`config.mk`:
```
export PLATFORM = sky130hd
export DESIGN_NAME = attribute_space_host
export DESIGN_NICKNAME = d
export VERILOG_FILES = /design/src/rtl/attr_host_pkg.sv /design/src/rtl/attribute_space_host.sv
export SDC_FILE = /design/constraint.sdc
export NUM_CORES = 1
export LEC_CHECK = 0
export BUFFER_PORTS_ARGS = -buffer_cell sky130_fd_sc_hd__buf_4
export CAP_MARGIN = 20
export CORE_MARGIN = 1.5
export CORE_UTILIZATION = 30
export DETAILED_ROUTE_END_ITERATION = 12
export GPL_ROUTABILITY_DRIVEN = 0
export GPL_TIMING_DRIVEN = 1
export PLACE_DENSITY = 0.56
export SKIP_CTS_REPAIR_TIMING = 1
export SYNTH_ARGS = -nofsm -noshare
export SYNTH_HDL_FRONTEND = slang
export SYNTH_SLANG_ARGS = --single-unit
```
`constraint.sdc`:
```
create_clock -name aclk -period 3.8 [get_ports aclk]
set_clock_uncertainty 0.1 [all_clocks]
set_input_delay 0.95 -clock aclk [delete_from_list [all_inputs] [get_ports aclk]]
set_output_delay 0.95 -clock aclk [all_outputs]
set_load 0.05 [all_outputs]
```
`src/rtl/attr_host_pkg.sv`:
```
package attr_host_pkg;
  // Register byte addresses on the AXI4-Lite side.
  localparam logic [7:0] CTRL_OFS   = 8'h00;
  localparam logic [7:0] ADDR_OFS   = 8'h04;
  localparam logic [7:0] WDATA_OFS  = 8'h08;
  localparam logic [7:0] RDATA_OFS  = 8'h0C;
  localparam logic [7:0] STATUS_OFS = 8'h10;

  // Control register fields.
  localparam int CTRL_START = 0;
  localparam int CTRL_WRITE = 1;
  localparam int CTRL_ATTR  = 2;
  localparam int CTRL_LANE  = 3;

  // Status register fields.
  localparam int STAT_BUSY   = 0;
  localparam int STAT_DONE   = 1;
  localparam int STAT_REFUSE = 2;
  localparam int STAT_SPACE  = 4;

  // Card address bits that steer the attribute decode.
  localparam int A_ODD  = 0;
  localparam int A_CFG  = 9;
  localparam int A_HIGH = 10;

  // Lane selection codes held in the control register.
  localparam logic [1:0] LANE_LOW  = 2'h0;
  localparam logic [1:0] LANE_HIGH = 2'h1;
  localparam logic [1:0] LANE_WORD = 2'h2;

  // Space classes reported back in the status register.
  localparam logic [2:0] SP_COMMON = 3'h0;
  localparam logic [2:0] SP_INFO   = 3'h1;
  localparam logic [2:0] SP_OPTION = 3'h2;
  localparam logic [2:0] SP_STATE  = 3'h3;
  localparam logic [2:0] SP_PINSUB = 3'h4;
  localparam logic [2:0] SP_SOCKET = 3'h5;
  localparam logic [2:0] SP_OTHER  = 3'h6;

  // Strobe timing; least times round up to whole clock cycles.
  localparam int CLK_NS       = 4;
  localparam int SETUP_NS     = 30;
  localparam int STROBE_NS    = 150;
  localparam int HOLD_NS      = 20;
  localparam int SETUP_CYC    = (SETUP_NS + CLK_NS - 1) / CLK_NS;
  localparam int STROBE_CYC   = (STROBE_NS + CLK_NS - 1) / CLK_NS;
  localparam int HOLD_CYC     = (HOLD_NS + CLK_NS - 1) / CLK_NS;

  localparam logic [1:0] RESP_OKAY   = 2'h0;
  localparam logic [1:0] RESP_SLVERR = 2'h2;

  typedef enum logic [1:0] {
    ST_IDLE   = 2'b00,
    ST_SETUP  = 2'b01,
    ST_STROBE = 2'b10,
    ST_HOLD   = 2'b11
  } phase_e;
endpackage

```
`src/rtl/attribute_space_host.sv`:
```
`timescale 1ns/1ns
// Functional notes
// Attribute read holds attribute select and output strobe low, write strobe high throughout.
// Attribute space takes only byte transfers at even addresses.
// Byte enables pick lanes, but attribute data is valid on the even lane only.
// Low enable alone with select high reads one common byte on lane 7..0.
// High enable alone with select high reads one common byte on lane 15..8.
// Both enables, select high, even address read a common word on 15..0.
// Common writes decode enables like reads; each enable alone writes its lane.
// Both enables, select high, even address write a common word on 15..0.
// Attribute read with A10, A9 and A0 low reaches the card information structure.
// Attribute access with A9 high, A0 low reaches the configuration registers.
// Configuration space with A8..A1 zero selects the option register.
// Configuration space with only A1 high selects the card state register.
// Configuration space with only A2 high selects the pin substitute register.
// Configuration space with A2 and A1 high selects socket and copy register.
// Attribute access at an odd address or high enable alone is invalid.
// Attribute write with low enable and A0 high is an invalid odd write.
// Host writes no attribute location outside the configuration registers; the code refuses only attribute writes with A9 low.
// Host takes configuration addresses from software, never as fixed values.
// Card ignores invalid accesses and leaves its state unchanged.
// Both enables high put the card in standby, ignoring all else.
module attribute_space_host (
  // Clock and reset.
  input  wire logic        aclk,
  input  wire logic        aresetn,
  // AXI4-Lite write channels.
  input  wire logic [7:0]  s_awaddr,
  input  wire logic        s_awvalid,
  output logic             s_awready,
  input  wire logic [31:0] s_wdata,
  input  wire logic [3:0]  s_wstrb,
  input  wire logic        s_wvalid,
  output logic             s_wready,
  output logic [1:0]       s_bresp,
  output logic             s_bvalid,
  input  wire logic        s_bready,
  // AXI4-Lite read channels.
  input  wire logic [7:0]  s_araddr,
  input  wire logic        s_arvalid,
  output logic             s_arready,
  output logic [31:0]      s_rdata,
  output logic [1:0]       s_rresp,
  output logic             s_rvalid,
  input  wire logic        s_rready,
  // Card memory bus.
  output logic [10:0]      card_addr,
  output logic             low_byte_enable_n,
  output logic             high_byte_enable_n,
  output logic             attr_select_n,
  output logic             out_strobe_n,
  output logic             write_strobe_n,
  input  wire logic [15:0] card_data_in,
  output logic [15:0]      card_data_out,
  output logic             card_data_oe
);

  // Refuses requests the card would treat as invalid or reserved.
  function automatic logic refused(input logic attr, input logic wr, input logic [1:0] lane,
                                   input logic [10:0] a);
    refused = 1'b0;
    if (attr && lane != attr_host_pkg::LANE_LOW) refused = 1'b1;
    if (attr && a[attr_host_pkg::A_ODD]) refused = 1'b1;
    if (attr && wr && !a[attr_host_pkg::A_CFG]) refused = 1'b1;
    if (!attr && lane == attr_host_pkg::LANE_WORD && a[attr_host_pkg::A_ODD]) begin
      refused = 1'b1;
    end
    if (lane > attr_host_pkg::LANE_WORD) refused = 1'b1;
  endfunction

  // Names the space the card decodes for an address, for software to inspect.
  function automatic logic [2:0] space_of(input logic attr, input logic [10:0] a);
    space_of = attr_host_pkg::SP_COMMON;
    if (attr) begin
      space_of = attr_host_pkg::SP_OTHER;
      if (!a[attr_host_pkg::A_HIGH] && !a[attr_host_pkg::A_CFG]) begin
        space_of = attr_host_pkg::SP_INFO;
      end else if (a[attr_host_pkg::A_CFG] && a[8:3] == 6'h00) begin
        case (a[2:1])
          2'h0: space_of = attr_host_pkg::SP_OPTION;
          2'h1: space_of = attr_host_pkg::SP_STATE;
          2'h2: space_of = attr_host_pkg::SP_PINSUB;
          default: space_of = attr_host_pkg::SP_SOCKET;
        endcase
      end
    end
  endfunction

  // Merges the low two byte lanes of a bus write into a 16-bit register.
  function automatic logic [15:0] merge16(input logic [15:0] old, input logic [31:0] d,
                                          input logic [3:0] s);
    merge16 = old;
    if (s[0]) merge16[7:0] = d[7:0];
    if (s[1]) merge16[15:8] = d[15:8];
  endfunction

  // Software-visible registers and bus channel state.
  logic [7:0]             aw_addr_reg;
  logic                   aw_full_reg;
  logic [31:0]            w_data_reg;
  logic [3:0]             w_strb_reg;
  logic                   w_full_reg;
  logic                   wr_fire;
  logic                   start_req;
  logic                   ctrl_write_reg;
  logic                   ctrl_attr_reg;
  logic [1:0]             ctrl_lane_reg;
  logic [10:0]            addr_reg;
  logic [15:0]            wdata_reg;
  logic [15:0]            rdata_reg;
  logic                   done_reg;
  logic                   refuse_reg;
  logic                   done_set;
  logic                   refuse_set;
  logic                   wr_mapped;
  attr_host_pkg::phase_e  phase_reg;
  logic [7:0]             cnt_reg;
  logic                   cnt_zero;

  // A write proceeds only once address and data are both held and no response waits.
  assign s_awready = !aw_full_reg;
  assign s_wready  = !w_full_reg;
  assign wr_fire   = aw_full_reg && w_full_reg && !s_bvalid;
  assign wr_mapped = aw_addr_reg == attr_host_pkg::CTRL_OFS || aw_addr_reg == attr_host_pkg::ADDR_OFS
                     || aw_addr_reg == attr_host_pkg::WDATA_OFS || aw_addr_reg == attr_host_pkg::STATUS_OFS;
  assign start_req = wr_fire && aw_addr_reg == attr_host_pkg::CTRL_OFS && w_strb_reg[0]
                     && w_data_reg[attr_host_pkg::CTRL_START];

  // Write address and data are captured independently, in either order.
  always_ff @(posedge aclk) begin
    if (!aresetn) begin
      aw_full_reg <= 1'b0;
      w_full_reg  <= 1'b0;
      aw_addr_reg <= 8'h00;
      w_data_reg  <= 32'h00000000;
      w_strb_reg  <= 4'h0;
    end else begin
      if (s_awvalid && s_awready) begin
        aw_full_reg <= 1'b1;
        aw_addr_reg <= s_awaddr;
      end else if (wr_fire) begin
        aw_full_reg <= 1'b0;
      end
      if (s_wvalid && s_wready) begin
        w_full_reg <= 1'b1;
        w_data_reg <= s_wdata;
        w_strb_reg <= s_wstrb;
      end else if (wr_fire) begin
        w_full_reg <= 1'b0;
      end
    end
  end

  // Write response; unmapped or read-only offsets answer with a slave error.
  always_ff @(posedge aclk) begin
    if (!aresetn) begin
      s_bvalid <= 1'b0;
      s_bresp  <= attr_host_pkg::RESP_OKAY;
    end else if (wr_fire) begin
      s_bvalid <= 1'b1;
      s_bresp  <= wr_mapped ? attr_host_pkg::RESP_OKAY : attr_host_pkg::RESP_SLVERR;
    end else if (s_bready) begin
      s_bvalid <= 1'b0;
    end
  end

  // Request registers; they are frozen while a card cycle runs so pins stay stable.
  always_ff @(posedge aclk) begin
    if (!aresetn) begin
      ctrl_write_reg <= 1'b0;
      ctrl_attr_reg  <= 1'b0;
      ctrl_lane_reg  <= attr_host_pkg::LANE_LOW;
      addr_reg       <= 11'h000;
      wdata_reg      <= 16'h0000;
    end else if (wr_fire && phase_reg == attr_host_pkg::ST_IDLE) begin
      if (aw_addr_reg == attr_host_pkg::CTRL_OFS && w_strb_reg[0]) begin
        ctrl_write_reg <= w_data_reg[attr_host_pkg::CTRL_WRITE];
        ctrl_attr_reg  <= w_data_reg[attr_host_pkg::CTRL_ATTR];
        ctrl_lane_reg  <= w_data_reg[attr_host_pkg::CTRL_LANE +: 2];
      end
      if (aw_addr_reg == attr_host_pkg::ADDR_OFS) begin
        addr_reg <= 11'(merge16({5'h00, addr_reg}, w_data_reg, w_strb_reg));
      end
      if (aw_addr_reg == attr_host_pkg::WDATA_OFS) begin
        wdata_reg <= merge16(wdata_reg, w_data_reg, w_strb_reg);
      end
    end
  end

  // A start carries the control fields written in the same word.
  logic                   go_write;
  logic                   go_attr;
  logic [1:0]             go_lane;
  logic                   go_ok;
  assign go_write = w_data_reg[attr_host_pkg::CTRL_WRITE];
  assign go_attr  = w_data_reg[attr_host_pkg::CTRL_ATTR];
  assign go_lane  = w_data_reg[attr_host_pkg::CTRL_LANE +: 2];
  assign go_ok    = start_req && phase_reg == attr_host_pkg::ST_IDLE
                    && !refused(go_attr, go_write, go_lane, addr_reg);
  assign refuse_set = start_req && phase_reg == attr_host_pkg::ST_IDLE
                      && refused(go_attr, go_write, go_lane, addr_reg);
  assign cnt_zero = cnt_reg == 8'h00;
  assign done_set = phase_reg == attr_host_pkg::ST_HOLD && cnt_zero;

  // Phase sequencer: address setup, strobe, then hold with strobes released.
  always_ff @(posedge aclk) begin
    if (!aresetn) begin
      phase_reg <= attr_host_pkg::ST_IDLE;
      cnt_reg   <= 8'h00;
    end else begin
      case (phase_reg)
        attr_host_pkg::ST_IDLE: begin
          if (go_ok) begin
            phase_reg <= attr_host_pkg::ST_SETUP;
            cnt_reg   <= 8'(attr_host_pkg::SETUP_CYC - 1);
          end
        end
        attr_host_pkg::ST_SETUP: begin
          if (cnt_zero) begin
            phase_reg <= attr_host_pkg::ST_STROBE;
            cnt_reg   <= 8'(attr_host_pkg::STROBE_CYC - 1);
          end else begin
            cnt_reg <= cnt_reg - 8'h01;
          end
        end
        attr_host_pkg::ST_STROBE: begin
          if (cnt_zero) begin
            phase_reg <= attr_host_pkg::ST_HOLD;
            cnt_reg   <= 8'(attr_host_pkg::HOLD_CYC - 1);
          end else begin
            cnt_reg <= cnt_reg - 8'h01;
          end
        end
        attr_host_pkg::ST_HOLD: begin
          if (cnt_zero) begin
            phase_reg <= attr_host_pkg::ST_IDLE;
          end else begin
            cnt_reg <= cnt_reg - 8'h01;
          end
        end
        default: phase_reg <= attr_host_pkg::ST_IDLE;
      endcase
    end
  end

  // Card pins; enables high in idle keep the card in standby between cycles.
  always_ff @(posedge aclk) begin
    if (!aresetn) begin
      low_byte_enable_n  <= 1'b1;
      high_byte_enable_n <= 1'b1;
      attr_select_n      <= 1'b1;
      out_strobe_n       <= 1'b1;
      write_strobe_n     <= 1'b1;
      card_addr          <= 11'h000;
      card_data_out      <= 16'h0000;
      card_data_oe       <= 1'b0;
    end else if (go_ok) begin
      card_addr          <= addr_reg;
      attr_select_n      <= !go_attr;
      low_byte_enable_n  <= go_lane == attr_host_pkg::LANE_HIGH;
      high_byte_enable_n <= go_lane == attr_host_pkg::LANE_LOW;
      card_data_out      <= wdata_reg;
      card_data_oe       <= go_write;
    end else if (phase_reg == attr_host_pkg::ST_SETUP && cnt_zero) begin
      out_strobe_n   <= ctrl_write_reg;
      write_strobe_n <= !ctrl_write_reg;
    end else if (phase_reg == attr_host_pkg::ST_STROBE && cnt_zero) begin
      out_strobe_n   <= 1'b1;
      write_strobe_n <= 1'b1;
    end else if (done_set) begin
      low_byte_enable_n  <= 1'b1;
      high_byte_enable_n <= 1'b1;
      attr_select_n      <= 1'b1;
      card_data_oe       <= 1'b0;
    end
  end

  // Read data is sampled on the last strobe cycle; attribute reads keep only the even lane.
  always_ff @(posedge aclk) begin
    if (!aresetn) begin
      rdata_reg <= 16'h0000;
    end else if (phase_reg == attr_host_pkg::ST_STROBE && cnt_zero && !ctrl_write_reg) begin
      if (ctrl_attr_reg) begin
        rdata_reg <= {8'h00, card_data_in[7:0]};
      end else if (ctrl_lane_reg == attr_host_pkg::LANE_LOW) begin
        rdata_reg <= {8'h00, card_data_in[7:0]};
      end else if (ctrl_lane_reg == attr_host_pkg::LANE_HIGH) begin
        rdata_reg <= {card_data_in[15:8], 8'h00};
      end else begin
        rdata_reg <= card_data_in;
      end
    end
  end

  // Sticky flags: write one to clear, and a new event in the same cycle wins.
  always_ff @(posedge aclk) begin
    if (!aresetn) begin
      done_reg   <= 1'b0;
      refuse_reg <= 1'b0;
    end else begin
      if (done_set) begin
        done_reg <= 1'b1;
      end else if (wr_fire && aw_addr_reg == attr_host_pkg::STATUS_OFS && w_strb_reg[0]
                   && w_data_reg[attr_host_pkg::STAT_DONE]) begin
        done_reg <= 1'b0;
      end
      if (refuse_set) begin
        refuse_reg <= 1'b1;
      end else if (wr_fire && aw_addr_reg == attr_host_pkg::STATUS_OFS && w_strb_reg[0]
                   && w_data_reg[attr_host_pkg::STAT_REFUSE]) begin
        refuse_reg <= 1'b0;
      end
    end
  end

  // Read channel; one read at a time, answered the cycle after the address is taken.
  logic [31:0]            rd_word;
  logic                   rd_ok;
  always_comb begin
    rd_word = 32'h00000000;
    rd_ok   = 1'b1;
    case (s_araddr)
      attr_host_pkg::CTRL_OFS: begin
        rd_word[attr_host_pkg::CTRL_WRITE]     = ctrl_write_reg;
        rd_word[attr_host_pkg::CTRL_ATTR]      = ctrl_attr_reg;
        rd_word[attr_host_pkg::CTRL_LANE +: 2] = ctrl_lane_reg;
      end
      attr_host_pkg::ADDR_OFS:  rd_word[10:0] = addr_reg;
      attr_host_pkg::WDATA_OFS: rd_word[15:0] = wdata_reg;
      attr_host_pkg::RDATA_OFS: rd_word[15:0] = rdata_reg;
      attr_host_pkg::STATUS_OFS: begin
        rd_word[attr_host_pkg::STAT_BUSY]      = phase_reg != attr_host_pkg::ST_IDLE;
        rd_word[attr_host_pkg::STAT_DONE]      = done_reg;
        rd_word[attr_host_pkg::STAT_REFUSE]    = refuse_reg;
        rd_word[attr_host_pkg::STAT_SPACE +: 3] = space_of(ctrl_attr_reg, addr_reg);
      end
      default: rd_ok = 1'b0;
    endcase
  end

  assign s_arready = !s_rvalid;

  always_ff @(posedge aclk) begin
    if (!aresetn) begin
      s_rvalid <= 1'b0;
      s_rdata  <= 32'h00000000;
      s_rresp  <= attr_host_pkg::RESP_OKAY;
    end else if (s_arvalid && s_arready) begin
      s_rvalid <= 1'b1;
      s_rdata  <= rd_word;
      s_rresp  <= rd_ok ? attr_host_pkg::RESP_OKAY : attr_host_pkg::RESP_SLVERR;
    end else if (s_rready) begin
      s_rvalid <= 1'b0;
    end
  end

endmodule

```
==> impl_metrics.csv <==
group,metric,value,unit
setup_path,critPathRequiredTime,4.04,ns
setup_path,cp_num_buf_inv,2,
setup_path,cpLargestDelayFamily,"simple AND/OR/NAND/NOR gates",
synth,yosysWarnings,0,
synth,synth_top_cell_by_area,"dfxtp_1",
cells_and_area,nets,922,
sta,period_share,64.9,%
setup_path,cp_max_fo,30,
clocking,cts_root_buffer,"clkbuf_16",
clocking,clk_latency,0.42,ns
grt,grt_max_degree,69,
clocking,numCtsBuffers,17,
power_and_ir_drop,totalPowerFinal,4.11,mW
grt,grt_pass1_wl,28400,µm
floorplanning,die_area,0.0222,mm²
power_and_ir_drop,power.density,511,mW/mm²
synth,synth-edff-count,0,
setup_path,r2r_cells,7,
setup_path,reg2reg_to,"card_addr[5]$_SDFFE_PN0N_",
grt,grt.total_usage,16.6,%
synth,yosysMostFrequentCell,"dfxtp_1",
clocking,cts_sinks,140,
grt,antenna_found_initial,0,
min_path,min_path_cells,2,
run_status,status,"complete, no violations",
synth,ys_async_sr_fraction,0,%
detailed_routing,drc,0,
sta,finalSetupViolCount,0,
floorplanning,dieHeight,149,µm
cells_and_area,antennaDiodeCount,0,
cells_and_area,final_cell_count_no_fill,1129,
synth,synthTopCellsByCount,"140 x dfxtp_1, 122 x nand2_1, 87 x a21oi_1, 56 x nand3_1, 40 x o21ai_0",
setup_path,end_kind,"flop",
sta,drv_slew,0,
floorplanning,core,0.0210,mm²
power_and_ir_drop,peakVddDrop,0.307,mV
setup_path,path_class,"reg2reg",
detailed_routing,drtAntennaViolNets,0,
setup_path,worst_setup_path_start_kind,"flop",
sta,hold_viol,0,
sta,tightest_slew,0.919,ns
place,portBuffers,112,
sta,rsz0062_at_grt,"false",
cells_and_area,utilization,38.4,%
synth,ys.flop_type,"dfxtp_1",
cells_and_area,area_delta_synth_final,25.5,%
job,maxCapViolCount,0,
setup_path,r2r_setup_slack,1.33,ns
floorplanning,die_w,149,µm
synth,synth.yosys.seq_area_share,43.7,%
synth,synthTopCellsByArea,"dfxtp_1 44%, nand2_1 7.1%, a21oi_1 6.8%",
setup_path,r2r_start,"phase_reg[0]$_SDFFE_PN0P_",
detailed_routing,initialDrtViolationCount,377,
sta,slew_headroom,38.6,%
clocking,htree_levels,4,
min_path,min_from,"rdata_reg[12]$_SDFFE_PN0P_",
detailed_routing,dr.pass1.iters,5,
sta,max_freq,0.405,GHz
setup_path,slowest_stage,"ha_1",
sta,period_needed,2.47,ns
cells_and_area,fill_cells,2190,
clocking,clkTransAtPathRegs,0.06,ns
synth,synth_top_area_share,43.7,%
synth,syn_area_per_cell,8.49,µm²
synth,ys_ff_latch,140,
clocking,cts_tree,"built",
synth,syn_area,0.00641,mm²
detailed_routing,routedWlPerCell,16.2,µm
synth,synth_cell_types,71,
sta,tns,0,ns
grt,grt_pass1_vias,5099,
power_and_ir_drop,leakage,3.01,nW
synth,postSynthCellCount,755,
grt,gr-total-overflow,0,
detailed_routing,drt-total-wl,18300,µm
floorplanning,boundaryPins,149,
setup_path,cp_cell_sequence,"inv_1, ha_1, nor2b_1, and4_1, buf_4, nand3_1, a21oi_1",
cells_and_area,drive_above_1_share,22.4,%
clocking,clock_path_buffers,2,
setup_path,max_stage_delay,0.53,ns
setup_path,crit_arrival,2.71,ns
detailed_routing,vias,5514,
place,dp_hpwl,12900,µm
floorplanning,start_util,30.6,%
place,dp.cells,1098,
min_path,hp-class,"reg2reg",
floorplanning,rows,53,
detailed_routing,routed_via_density,4.88,
min_path,holdPathEnd,"rdata_reg[12]$_SDFFE_PN0P_",
==> per-layer routing <==
| layer | global-route usage [%] | routed length [µm] | vias to the layer above |
|---|---|---|---|
| met1 | 24.5 | 9440 | 2558 |
| met3 | 4.10 | 1020 | 5 |
| met5 | 0 | 0 | - |
| li1 | - | - | 2808 |
| met2 | 23.8 | 7710 | 143 |
| met4 | 4.16 | 119 | 0 |
==> where the power goes <==
group / switching, mW / total, mW / leakage [nW] / internal, mW
Clock: 0.622 / 1.92 / 0.335 / 1.30
Sequential: 0.0451 / 1.56 / 1.13 / 1.51
Combinational: 0.410 / 0.628 / 1.54 / 0.218
==> logic make-up after synthesis <==
kind of cell	after synthesis	share of synthesized area (%)
buf+inv	85	6.70
flops	140	43.7
xor+xnor	1	0.137
compound gates	188	17.8
other cells	1	0.0585
simple gates	283	21.9
fa+ha+maj	5	0.976
mux	52	8.73
==> per-stage QoR <==
stage | area, µm² | worst slack, ns | hold WS (ns)
2_1_floorplan | 6470 | 1.50 | 0.328
3_3_place_gp | 7350 | 1.18 | 0.338
3_5_place_dp | 7350 | 1.18 | 0.345
4_1_cts | 8040 | 1.32 | 0.352
5_1_grt | 8040 | 1.06 | 0.377
6_report | 8040 | 1.33 | 0.352
==> worst max path at each step <==
stage	endpoint	slack [ns]	startpoint	cells past startpoint
6_report	card_addr[5]$_SDFFE_PN0N_	1.33	phase_reg[0]$_SDFFE_PN0P_	7
2_1_floorplan	s_rdata[11]$_SDFFE_PN0P_	1.50	s_araddr[2]	6
5_1_grt	card_addr[5]$_SDFFE_PN0N_	1.06	phase_reg[0]$_SDFFE_PN0P_	7
4_1_cts	card_addr[8]$_SDFFE_PN0N_	1.32	phase_reg[0]$_SDFFE_PN0P_	7
3_5_place_dp	s_rdata[14]$_SDFFE_PN0P_	1.18	s_araddr[1]	5
3_3_place_gp	s_rdata[13]$_SDFFE_PN0P_	1.18	s_araddr[1]	5
==> cell usage in the layout (no fill, tap or decap), types with 3 or more instances in the layout <==
cell / n
nor2_2: 3
or2_2: 6
nand3b_1: 4
inv_1: 14
ha_1: 5
o211ai_1: 5
clkbuf_16: 17
clkbuf_8: 4
nor4_1: 4
a21oi_1: 87
mux2i_1: 39
conb_1: 18
nor3_1: 5
a31oi_1: 7
o311ai_0: 3
a22oi_1: 5
or3_1: 4
o2111ai_1: 3
a221oi_1: 3
o31ai_1: 3
mux2_2: 11
dfxtp_1: 140
a31o_2: 3
nand2b_1: 8
nor2_1: 37
nand2_1: 122
o21a_1: 3
buf_4: 121
a32oi_1: 4
o21ai_0: 40
bufinv_16: 6
a22o_1: 6
nand3_1: 56
nand4_1: 5
nor2b_1: 8
==> cell type report <==
cell class                 count  area [µm²]  area share (%)
multi-input combinational    547        3240            40.3
sequential                   140        2800            34.9
timing repair buffer         121         908            11.3
clock buffer                  21         480            5.97
tap                          275         344            4.28
clock inverter                10         210            2.61
inverter                      15        56.3           0.700
==> worst min-delay path, cell delays in order (launching register included) <==
cell and delay [ns]:
dfxtp_1 0.31, nand2_1 0.05, a21oi_1 0.05
No activity file was read; power rests on OpenSTA's default activity.
